[config.mk]
export PLATFORM = sky130hd
export DESIGN_NAME = dai_top
export DESIGN_NICKNAME = d
export VERILOG_FILES = /design/src/dai_pkg.sv /design/src/dai_sync.sv /design/src/dai_top.sv
export SDC_FILE = /design/constraint.sdc
export NUM_CORES = 1
export LEC_CHECK = 0
export BUFFER_PORTS_ARGS = -buffer_cell sky130_fd_sc_hd__buf_2
export CAP_MARGIN = 20
export CORE_MARGIN = 1.5
export CORE_UTILIZATION = 53
export CTS_CLUSTER_DIAMETER = 200
export DETAILED_ROUTE_END_ITERATION = 10
export GPL_TIMING_DRIVEN = 0
export PLACE_DENSITY = 0.74
export SYNTH_ARGS = -nofsm -noshare
export SYNTH_HDL_FRONTEND = slang
export SYNTH_HIERARCHICAL = 1
export SYNTH_SLANG_ARGS = --single-unit
export TNS_END_PERCENT = 10
[constraint.sdc]
create_clock -name clk_i -period 3.52 [get_ports clk_i]
set_clock_uncertainty 0.15 [all_clocks]
set_input_delay 0.528 -clock clk_i [delete_from_list [all_inputs] [get_ports clk_i]]
set_output_delay 0.528 -clock clk_i [all_outputs]
set_load 0.01 [all_outputs]
[src/dai_pkg.sv]
// constants shared by the dram addressing and power-up init block
// assumes a 40 MHz system clock and a classic wishbone register port
package dai_pkg;
  // geometry
  localparam int NUM_BANKS = 8;
  localparam int BA_W = 3;
  localparam int ADDR_W = 15;
  localparam int COL_W = 11;
  localparam int PAGE_BYTES = 1024;
  localparam int BURST_LEN = 8;
  localparam int CHOP_LEN = 4;
  // address bit positions
  localparam int AP_BIT = 10;
  localparam int BC_BIT = 12;
  localparam int X4_COLHI_BIT = 11;
  localparam int DLL_EN_BIT = 0;
  localparam int DLL_RST_BIT = 8;
  localparam int BT_BIT = 3;
  // mode register selection by bank address
  localparam logic [2:0] MR0_SEL = 3'h0;
  localparam logic [2:0] MR1_SEL = 3'h1;
  localparam logic [2:0] MR2_SEL = 3'h2;
  localparam logic [2:0] MR3_SEL = 3'h3;
  // burst length field of MR0
  localparam logic [1:0] BL_FIXED8 = 2'h0;
  localparam logic [1:0] BL_OTF = 2'h1;
  localparam logic [1:0] BL_FIXED4 = 2'h2;
  // command codes {ras_n, cas_n, we_n}
  localparam logic [2:0] CMD_MRS = 3'h0;
  localparam logic [2:0] CMD_REF = 3'h1;
  localparam logic [2:0] CMD_PRE = 3'h2;
  localparam logic [2:0] CMD_ACT = 3'h3;
  localparam logic [2:0] CMD_WR = 3'h4;
  localparam logic [2:0] CMD_RD = 3'h5;
  localparam logic [2:0] CMD_ZQ = 3'h6;
  localparam logic [2:0] CMD_NOP = 3'h7;
  // timing
  localparam int CLK_MHZ = 40;
  localparam int T_INIT_US = 500;
  localparam int INIT_CYC = T_INIT_US * CLK_MHZ;
  localparam int INIT_CNT_W = 20;
  // register byte offsets
  localparam logic [4:0] REG_CTRL = 5'h00;
  localparam logic [4:0] REG_STATUS = 5'h04;
  localparam logic [4:0] REG_MR0 = 5'h08;
  localparam logic [4:0] REG_MR1 = 5'h0c;
  localparam logic [4:0] REG_MR2 = 5'h10;
  localparam logic [4:0] REG_MR3 = 5'h14;
  localparam logic [4:0] REG_ROW = 5'h18;
  localparam logic [4:0] REG_LAST = 5'h1c;
  // control and status fields and resets
  localparam int CTRL_X8_BIT = 0;
  localparam logic CTRL_X8_RST = 1'b0;
  localparam int ST_ERR_BIT = 20;
  localparam int ST_SEQ_BIT = 12;
  localparam int ST_OPEN_BIT = 4;
  // power-up state, one-hot
  typedef enum logic [3:0] {
    DAI_RESET = 4'h1,
    DAI_SELFINIT = 4'h2,
    DAI_WAIT_CKE = 4'h4,
    DAI_READY = 4'h8
  } dai_state_t;
endpackage

[src/dai_sync.sv]
// two-flop synchroniser for a bundle of pin inputs
// assumes pins are asynchronous to clk_i; resets to a given pattern
`timescale 1ns/1ps
`default_nettype none
module dai_sync #(
  parameter int W = 1,
  parameter logic [W-1:0] RST_VAL = '0
) (
  input wire logic clk_i, // system clock
  input wire logic rst_i, // synchronous reset, active high
  input wire logic ce_i, // clock enable
  input wire logic [W-1:0] d_i, // asynchronous pins
  output logic [W-1:0] q_o // synchronised copy
);
  logic [W-1:0] meta;

  // ----------------------------------------------------------------
  // per-bit double flop
  // ----------------------------------------------------------------
  genvar g;
  generate
    for (g = 0; g < W; g++) begin : g_bit
      // first stage feeds only the second stage
      always_ff @(posedge clk_i) begin
        if (rst_i) begin
          meta[g] <= RST_VAL[g];
          q_o[g] <= RST_VAL[g];
        end else if (ce_i) begin
          meta[g] <= d_i[g];
          q_o[g] <= meta[g];
        end
      end
    end
  endgenerate
endmodule
`default_nettype wire

[src/dai_top.sv]
// dram device front end: addressing, burst sequencing, power-up init
// assumes link pins asynchronous to clk_i and a classic wishbone master
//
// Our own choices: the placing of the registers and the Wishbone interface to the registers.
`timescale 1ns/1ps
`default_nettype none
module dai_top
  import dai_pkg::*;
#(
  parameter int INIT_CYCLES = dai_pkg::INIT_CYC
) (
  input wire logic clk_i, // 40 MHz system clock
  input wire logic rst_i, // synchronous reset, active high
  input wire logic ce_i, // clock enable, freezes state when low
  // link pins from the controller
  input wire logic ck_i, // link clock
  input wire logic cke_i, // link clock enable
  input wire logic cs_n_i, // chip select, active low
  input wire logic ras_n_i, // row strobe, active low
  input wire logic cas_n_i, // column strobe, active low
  input wire logic we_n_i, // write enable, active low
  input wire logic [dai_pkg::BA_W-1:0] ba_i, // bank address
  input wire logic [dai_pkg::ADDR_W-1:0] addr_i, // row/column/opcode
  input wire logic odt_i, // termination request
  input wire logic reset_n_i, // device reset, active low
  // device side results
  output logic term_en_o, // termination applied
  output logic [dai_pkg::BA_W-1:0] beat_bank_o, // bank of current beat
  output logic [dai_pkg::COL_W-1:0] beat_col_o, // column of current beat
  output logic beat_valid_o, // one pulse per half link clock beat
  output logic beat_wr_o, // current burst is a write
  output logic core_xfer_o, // pulse: one 8n word moved in the core
  output logic dll_reset_o, // pulse: dll reset requested
  output logic ready_o, // init done, cke registered
  // wishbone slave
  input wire logic wb_cyc_i, // bus cycle
  input wire logic wb_stb_i, // strobe
  input wire logic wb_we_i, // write
  input wire logic [4:0] wb_adr_i, // byte address
  input wire logic [3:0] wb_sel_i, // byte lanes
  input wire logic [31:0] wb_dat_i, // write data
  output logic [31:0] wb_dat_o, // read data
  output logic wb_ack_o // acknowledge
);
  localparam int PIN_W = 7 + BA_W + ADDR_W;
  localparam logic [PIN_W-1:0] PIN_RST = {3'h7, 1'b1, 1'b0, 1'b0, 1'b0,
                                          {BA_W{1'b0}}, {ADDR_W{1'b0}}};

  // ----------------------------------------------------------------
  // pin synchronisers
  // ----------------------------------------------------------------
  logic [PIN_W-1:0] pins_s;
  logic cs_n_s, ck_s, cke_s, odt_s, reset_n_s;
  logic [2:0] cmd_s;
  logic [BA_W-1:0] ba_s;
  logic [ADDR_W-1:0] addr_s;

  dai_sync #(.W(PIN_W), .RST_VAL(PIN_RST)) u_sync (
    .clk_i(clk_i),
    .rst_i(rst_i),
    .ce_i(ce_i),
    .d_i({ras_n_i, cas_n_i, we_n_i, cs_n_i, ck_i, cke_i, odt_i, ba_i, addr_i}),
    .q_o(pins_s)
  );
  assign {cmd_s, cs_n_s, ck_s, cke_s, odt_s, ba_s, addr_s} = pins_s;

  // reset pin rides its own synchroniser and reads low after rst_i, so
  // the device stays in reset until the pin is really seen high
  dai_sync #(.W(1), .RST_VAL(1'b0)) u_rsync (
    .clk_i(clk_i),
    .rst_i(rst_i),
    .ce_i(ce_i),
    .d_i(reset_n_i),
    .q_o(reset_n_s)
  );

  // ----------------------------------------------------------------
  // link clock edges
  // ----------------------------------------------------------------
  logic ck_q;
  logic ck_rise, ck_fall;

  always_ff @(posedge clk_i) begin
    if (rst_i) begin
      ck_q <= 1'b0;
    end else if (ce_i) begin
      ck_q <= ck_s;
    end
  end
  assign ck_rise = ck_s & ~ck_q;
  assign ck_fall = ~ck_s & ck_q;

  // ----------------------------------------------------------------
  // power-up state machine
  // ----------------------------------------------------------------
  dai_state_t state, next_state;
  logic [INIT_CNT_W-1:0] init_cnt;
  logic init_done;

  assign init_done = (init_cnt == INIT_CNT_W'(INIT_CYCLES - 1));

  // internal init runs off clk_i, not the link clock
  always_ff @(posedge clk_i) begin
    if (rst_i) begin
      init_cnt <= '0;
    end else if (ce_i) begin
      if (state != DAI_SELFINIT) begin
        init_cnt <= '0;
      end else if (!init_done) begin
        init_cnt <= init_cnt + 1'b1;
      end
    end
  end

  always_comb begin
    next_state = state;
    unique case (state)
      DAI_RESET: begin
        next_state = DAI_SELFINIT;
      end
      DAI_SELFINIT: begin
        if (init_done) begin
          next_state = DAI_WAIT_CKE;
        end
      end
      DAI_WAIT_CKE: begin
        if (ck_rise && cke_s) begin
          next_state = DAI_READY; // cke registered high
        end
      end
      DAI_READY: begin
        next_state = DAI_READY;
      end
      default: begin
        next_state = DAI_RESET;
      end
    endcase
    // the reset pin acts at any time, warm or cold
    if (!reset_n_s) begin
      next_state = DAI_RESET;
    end
  end

  always_ff @(posedge clk_i) begin
    if (rst_i) begin
      state <= DAI_RESET;
    end else if (ce_i) begin
      state <= next_state;
    end
  end

  assign ready_o = (state == DAI_READY);

  // termination held off until cke is registered high
  always_ff @(posedge clk_i) begin
    if (rst_i) begin
      term_en_o <= 1'b0;
    end else if (ce_i) begin
      term_en_o <= (state == DAI_READY) && reset_n_s && odt_s;
    end
  end

  // ----------------------------------------------------------------
  // command decode at the link clock rising edge
  // ----------------------------------------------------------------
  logic cmd_ok;
  logic is_act, is_rd, is_wr, is_pre, is_mrs;

  // only ready devices with cke high take commands
  assign cmd_ok = ck_rise && ready_o && cke_s && !cs_n_s;
  assign is_act = cmd_ok && (cmd_s == CMD_ACT);
  assign is_rd = cmd_ok && (cmd_s == CMD_RD);
  assign is_wr = cmd_ok && (cmd_s == CMD_WR);
  assign is_pre = cmd_ok && (cmd_s == CMD_PRE);
  assign is_mrs = cmd_ok && (cmd_s == CMD_MRS);

  // ----------------------------------------------------------------
  // mode registers, selected by bank address
  // ----------------------------------------------------------------
  logic [ADDR_W-1:0] mr [4];
  logic [3:0] mr_seen;
  logic zq_seen;

  always_ff @(posedge clk_i) begin
    if (rst_i || !reset_n_s) begin
      for (int i = 0; i < 4; i++) begin
        mr[i] <= '0;
      end
      mr_seen <= '0;
    end else if (ce_i && is_mrs && !ba_s[2]) begin
      mr[ba_s[1:0]] <= addr_s;
      mr_seen[ba_s[1:0]] <= 1'b1;
    end
  end

  always_ff @(posedge clk_i) begin
    if (rst_i || !reset_n_s) begin
      zq_seen <= 1'b0;
    end else if (ce_i && cmd_ok && cmd_s == CMD_ZQ && addr_s[AP_BIT]) begin
      zq_seen <= 1'b1; // long calibration seen
    end
  end

  // dll reset pulses on an MR0 load with A8 high
  always_ff @(posedge clk_i) begin
    if (rst_i) begin
      dll_reset_o <= 1'b0;
    end else if (ce_i) begin
      dll_reset_o <= is_mrs && (ba_s == MR0_SEL) && addr_s[DLL_RST_BIT];
    end
  end

  // ----------------------------------------------------------------
  // bank state: open flag and row per bank
  // ----------------------------------------------------------------
  logic [NUM_BANKS-1:0] bank_open;
  logic [ADDR_W-1:0] bank_row [NUM_BANKS];
  logic ap_close;
  logic [BA_W-1:0] burst_bank;
  logic burst_ap;

  genvar b;
  generate
    for (b = 0; b < NUM_BANKS; b++) begin : g_bank
      // activate opens, precharge or auto precharge closes
      always_ff @(posedge clk_i) begin
        if (rst_i || !reset_n_s) begin
          bank_open[b] <= 1'b0;
          bank_row[b] <= '0;
        end else if (ce_i) begin
          if (is_act && ba_s == BA_W'(b)) begin
            bank_open[b] <= 1'b1;
            bank_row[b] <= addr_s;
          end else if (is_pre && (addr_s[AP_BIT] || ba_s == BA_W'(b))) begin
            bank_open[b] <= 1'b0;
          end else if (ap_close && burst_bank == BA_W'(b)) begin
            bank_open[b] <= 1'b0;
          end
        end
      end
    end
  endgenerate

  // ----------------------------------------------------------------
  // burst sequencer: beats on both link clock edges
  // ----------------------------------------------------------------
  logic ctrl_x8;
  logic burst_on, burst_chop;
  logic [2:0] beat_idx;
  logic [COL_W-1:0] start_col;
  logic [COL_W-1:0] cmd_col;
  logic cmd_chop;
  logic interleave;
  logic [2:0] ord;
  logic last_beat;
  logic bad_access;

  // x8 parts have no A11 column bit; 1KB page either way
  assign cmd_col = ctrl_x8 ? {1'b0, addr_s[9:0]}
                           : {addr_s[X4_COLHI_BIT], addr_s[9:0]};
  // fixed chop, or on-the-fly via A12 low
  assign cmd_chop = (mr[0][1:0] == BL_FIXED4) ||
                    ((mr[0][1:0] == BL_OTF) && !addr_s[BC_BIT]);
  assign interleave = mr[0][BT_BIT];
  assign bad_access = (is_rd || is_wr) && !bank_open[ba_s];
  assign last_beat = burst_chop ? (beat_idx == 3'(CHOP_LEN - 1))
                                : (beat_idx == 3'(BURST_LEN - 1));
  assign ap_close = burst_on && burst_ap && last_beat && (ck_rise || ck_fall);

  // start a burst on read/write to an open bank
  always_ff @(posedge clk_i) begin
    if (rst_i || !reset_n_s) begin
      burst_on <= 1'b0;
      burst_chop <= 1'b0;
      burst_ap <= 1'b0;
      burst_bank <= '0;
      beat_idx <= '0;
      start_col <= '0;
      beat_wr_o <= 1'b0;
    end else if (ce_i) begin
      if ((is_rd || is_wr) && !bad_access) begin
        burst_on <= 1'b1;
        burst_chop <= cmd_chop;
        burst_ap <= addr_s[AP_BIT];
        burst_bank <= ba_s;
        beat_idx <= '0;
        beat_wr_o <= is_wr;
        // writes start on a chunk boundary
        if (is_wr) begin
          start_col <= {cmd_col[COL_W-1:3], cmd_chop & cmd_col[2], 2'b00};
        end else begin
          start_col <= cmd_col;
        end
      end else if (burst_on && (ck_rise || ck_fall)) begin
        beat_idx <= beat_idx + 3'h1;
        if (last_beat) begin
          burst_on <= 1'b0;
        end
      end
    end
  end

  // beat order: nibble wrap for sequential, xor for interleaved
  always_comb begin
    if (interleave) begin
      ord = start_col[2:0] ^ beat_idx;
    end else begin
      ord = {start_col[2] ^ beat_idx[2], start_col[1:0] + beat_idx[1:0]};
    end
  end

  // two beats per link clock, eight beats span four clocks
  always_ff @(posedge clk_i) begin
    if (rst_i) begin
      beat_valid_o <= 1'b0;
      beat_col_o <= '0;
      beat_bank_o <= '0;
      core_xfer_o <= 1'b0;
    end else if (ce_i) begin
      beat_valid_o <= burst_on && (ck_rise || ck_fall);
      beat_col_o <= {start_col[COL_W-1:3], ord};
      beat_bank_o <= burst_bank;
      core_xfer_o <= (is_rd || is_wr) && !bad_access; // one 8n word
    end
  end

  // ----------------------------------------------------------------
  // last access record and sticky closed-bank error
  // ----------------------------------------------------------------
  logic [31:0] last_acc;
  logic err_flag;
  logic err_clr;
  logic [BA_W-1:0] row_sel;

  always_ff @(posedge clk_i) begin
    if (rst_i) begin
      last_acc <= '0;
    end else if (ce_i && (is_rd || is_wr)) begin
      last_acc <= {12'h000, is_wr, addr_s[BC_BIT], addr_s[AP_BIT],
                   ba_s, 3'h0, cmd_col};
    end
  end

  // set beats clear in the same cycle
  always_ff @(posedge clk_i) begin
    if (rst_i) begin
      err_flag <= 1'b0;
    end else if (ce_i) begin
      if (bad_access) begin
        err_flag <= 1'b1;
      end else if (err_clr) begin
        err_flag <= 1'b0;
      end
    end
  end

  // ----------------------------------------------------------------
  // wishbone slave, one wait state
  // ----------------------------------------------------------------
  logic wb_req, wb_wr;

  assign wb_req = wb_cyc_i && wb_stb_i && !wb_ack_o;
  assign wb_wr = wb_req && wb_we_i && wb_sel_i[0];
  assign err_clr = wb_wr && (wb_adr_i == REG_STATUS) && wb_dat_i[ST_ERR_BIT] &&
                   wb_sel_i[2];

  // control and row index writes
  always_ff @(posedge clk_i) begin
    if (rst_i) begin
      ctrl_x8 <= CTRL_X8_RST;
      row_sel <= '0;
    end else if (ce_i) begin
      if (wb_wr && wb_adr_i == REG_CTRL) begin
        ctrl_x8 <= wb_dat_i[CTRL_X8_BIT];
      end
      if (wb_wr && wb_adr_i == REG_ROW) begin
        row_sel <= wb_dat_i[BA_W-1:0];
      end
    end
  end

  // unmapped reads answer zero, writes are dropped
  always_ff @(posedge clk_i) begin
    if (rst_i) begin
      wb_ack_o <= 1'b0;
      wb_dat_o <= '0;
    end else if (ce_i) begin
      wb_ack_o <= wb_req;
      wb_dat_o <= '0;
      if (wb_req && !wb_we_i) begin
        unique case (wb_adr_i)
          REG_CTRL: wb_dat_o <= {31'h0, ctrl_x8};
          REG_STATUS: wb_dat_o <= {11'h000, err_flag, 3'h0, zq_seen, mr_seen,
                                   bank_open, state};
          REG_MR0: wb_dat_o <= {17'h0, mr[0]};
          REG_MR1: wb_dat_o <= {16'h0, !mr[1][DLL_EN_BIT], mr[1]};
          REG_MR2: wb_dat_o <= {17'h0, mr[2]};
          REG_MR3: wb_dat_o <= {17'h0, mr[3]};
          REG_ROW: wb_dat_o <= {1'b0, bank_row[row_sel], 13'h0, row_sel};
          REG_LAST: wb_dat_o <= last_acc;
          default: wb_dat_o <= '0;
        endcase
      end
    end
  end
endmodule
`default_nettype wire

==> run metrics <==
outcome finished, final reports clean; commonest cells in the netlist 186 x dfxtp_1, 180 x edfxtp_1, 122 x nand2_1, 117 x nor2_1, 115 x and2_1; initial antenna violation count 0; most common cell in the netlist dfxtp_1; number of vias per cell 6.02; Root Buffer clkbuf_16; crit-path cells nor4b_4 > and2b_1 > and3_1 > clkbuf_1 > nand2_1 > nand2_2; CTS max path bufs 3; CP required 3.54 ns; Hold WS 0.0527 ns; DR DRC count 0; TritonCTS Buffers 39; Critical Path End Type flip-flop; internal power 7.20 mW; gr busiest metal met2; sequential area share after synthesis 58.1%; routing usage on met1 37.1%; worst-margin pin slew 1.13 ns; Pwr Density 506 nW/µm²; f_max 0.301 GHz; Distinct cells, synth 74; fin cells 1912; Filler Cells Inserted 2276; Synth Instances 1360; cell taking the most area after synthesis edfxtp_1; share of cells above drive strength 1 16.9%; DR WL/cell 22.4 µm; # port buffers 93; WS Path Type flip-flop to flip-flop; post-CTS setup buffers 0; asr flop ratio synth 0%; first-pass GRT wire length 64.7 mm; DRT Wirelength 42.8 mm; die height 175 µm; Sw Ratio 21.3%; number of global-route vias before repair 10887; CP max stage cell nor4b_4; Core Rows 62; max cap viols 0; Seq. cell area 9130 µm²; Arr. time, crit path 3.34 ns; H-tree levels 2; grt ovf 0; total core area 28900 µm²; Final ANT Viol Nets 0; gpl congestion 0.918; clock sink total 366; P&R area growth vs syn 15.0%; Comb pwr share 3.4%; switching power 1.95 mW; total negative setup slack 0 ns; M3 GR Usage 5.04%; Mean Syn Cell Area 11.6 µm²; RSZ-0062 raised after global routing false; Mapped Area 15700 µm²; fin nets 1575; die footprint 30700 µm²; max-slew violation count 0; VDD IR max 0.381 mV; worst min-delay path class primary input to flip-flop; Placed Instances 1840; Vias 11502; CP peak stage delay 0.56 ns; Global Route Usage Sum 27.8%; largest net degree at the start of global routing 16; worst path bufs/invs 1; hpwl dp 29.7 mm; sequential power share 49.8%; Syn Nets 1437; delay-heaviest family, CP simple AND/OR/NAND/NOR gates; Synthesis Warnings 6; n_diodes 0; max_slew headroom 24.0%; Top Ports 126; Yosys reg bits 366; setup ws final 0.201 ns; Post-synth EDFFs 180; pre-CTS setup slack -0.188 ns; crit path max fanout 15; Leak Pwr 7.22 nW; chip width 175 µm; dominant synthesized flop cell dfxtp_1; Worst setup SP type flip-flop; clock power share 46.8%; DR iter-0 viols 1473; Hold Fails Final Rpt 0; crit share post-route 94.3%; Clk pin slew, worst setup/hold paths 0.06 ns; Multi-input gate area 5990 µm²; starting density of the core 54.3%; top cell type's share of synthesized area 34.4%; CTS tree yes; grt met2 use 45.5%; Setup violations, final 0; Clk Latency, worst-skew pair 0.53 ns; router iterations before antenna repair 7; top post-synthesis cells by area edfxtp_1 34%, dfxtp_1 24%, mux2i_1 4.8%; Final min period 3.32 ns
cells in the final DEF, fill, tap and decap left out, types with 15 or more instances in the layout:
cell       count
nand4_1       15
xor2_1        15
and2_1       115
nand2_1      120
dfxtp_1      186
a22oi_1       35
mux4_2        32
nor3_1        23
edfxtp_1     180
o21ai_0       20
nor2_1       117
mux2i_1       76
clkbuf_16     43
a21oi_1       60
a22o_1        15
nand3_1       27
and3_1        57
nor2b_1       15
buf_2        104
clkbuf_1      73
area by class of cell:
type	count	area share [%]
sequential	366	50.5
multi-input combinational	874	33.1
clock buffer	56	6.57
buffer	107	3.28
timing repair buffer	97	2.75
tap	384	2.66
clock inverter	15	0.913
inverter	13	0.270
cells by family after synthesis:
kind of cell	Yosys count	share of synthesized area [%]
other	1	0.0238
AOI/OAI and AO/OA	195	8.31
buffers and inverters	120	4.08
and+or+nand+nor	545	18.6
DFF	366	58.1
muxes	110	9.56
xor gates and xnor gates	19	1.06
adders and majority gates	4	0.318
state kept, by name, indices dropped and copies added (netlist names), 3 cells and up, named ones only:
| signal | count |
|---|---|
| bank_open | 8 |
| bank_row | 120 |
| beat_bank_o | 3 |
| beat_col_o | 11 |
| beat_idx | 3 |
| burst_bank | 3 |
| init_cnt | 20 |
| last_acc | 17 |
| mr | 60 |
| mr_seen | 4 |
| row_sel | 3 |
| start_col | 11 |
| state | 4 |
| u_sync/meta | 25 |
| u_sync/q_o | 25 |
| wb_dat_o | 31 |
worst register-to-register path: cells and delay by family (launching register included):
kind,cells,cell delay [ns]
DFF,1,0.55
buffers and inverters,1,0.45
and+or+nand+nor,5,1.81
power by group through the flow:
| stage | combinational (mW) | sequential [mW] | clock [mW] |
|---|---|---|---|
| after global routing | 0.333 | 4.56 | 4.48 |
| after CTS | 0.309 | 4.55 | 4.29 |
| after floorplan | 0.191 | 4.62 | 0 |
| after global placement | 0.301 | 4.64 | 0 |
| final | 0.313 | 4.55 | 4.28 |
| after detailed placement | 0.308 | 4.64 | 0 |
routing by layer:
layer / vias up / share of wire, % / wire length (µm)
li1: 5222 / - / -
met1: 5567 / 40 / 17000
met2: 609 / 47 / 20300
met3: 104 / 9.1 / 3900
met4: 0 / 3.6 / 1540
met5: - / 0 / 0
stage by stage:
stage / power [mW] / util (%) / cell area (µm²)
after CTS: 9.15 / 62.5 / 18100
final: 9.14 / 62.5 / 18100
after global placement: 4.94 / 57.6 / 16700
after global routing: 9.36 / 62.5 / 18100
after detailed placement: 4.95 / 57.8 / 16700
after floorplan: 4.82 / - / 15700
final timing paths:
path | from | endpoint | slack, ns | cells past startpoint
min reg2reg | wb_dat_o[27] | wb_dat_o[27] | 0.30 | 2
max reg2reg | state[3] | mr[0][5] | 0.20 | 6
max | state[3] | mr[0][5] | 0.20 | 6
min | we_n_i | u_sync/meta[22] | 0.05 | 2
what timing repair did:
item                                   4_1_cts  5_1_grt
setup endpoints to repair                    0       30
gates resized for setup                      0        2
hold buffers                                 0        0
endpoints found under the hold margin        0        0
Note: power is estimated with default switching activity, not from simulation.
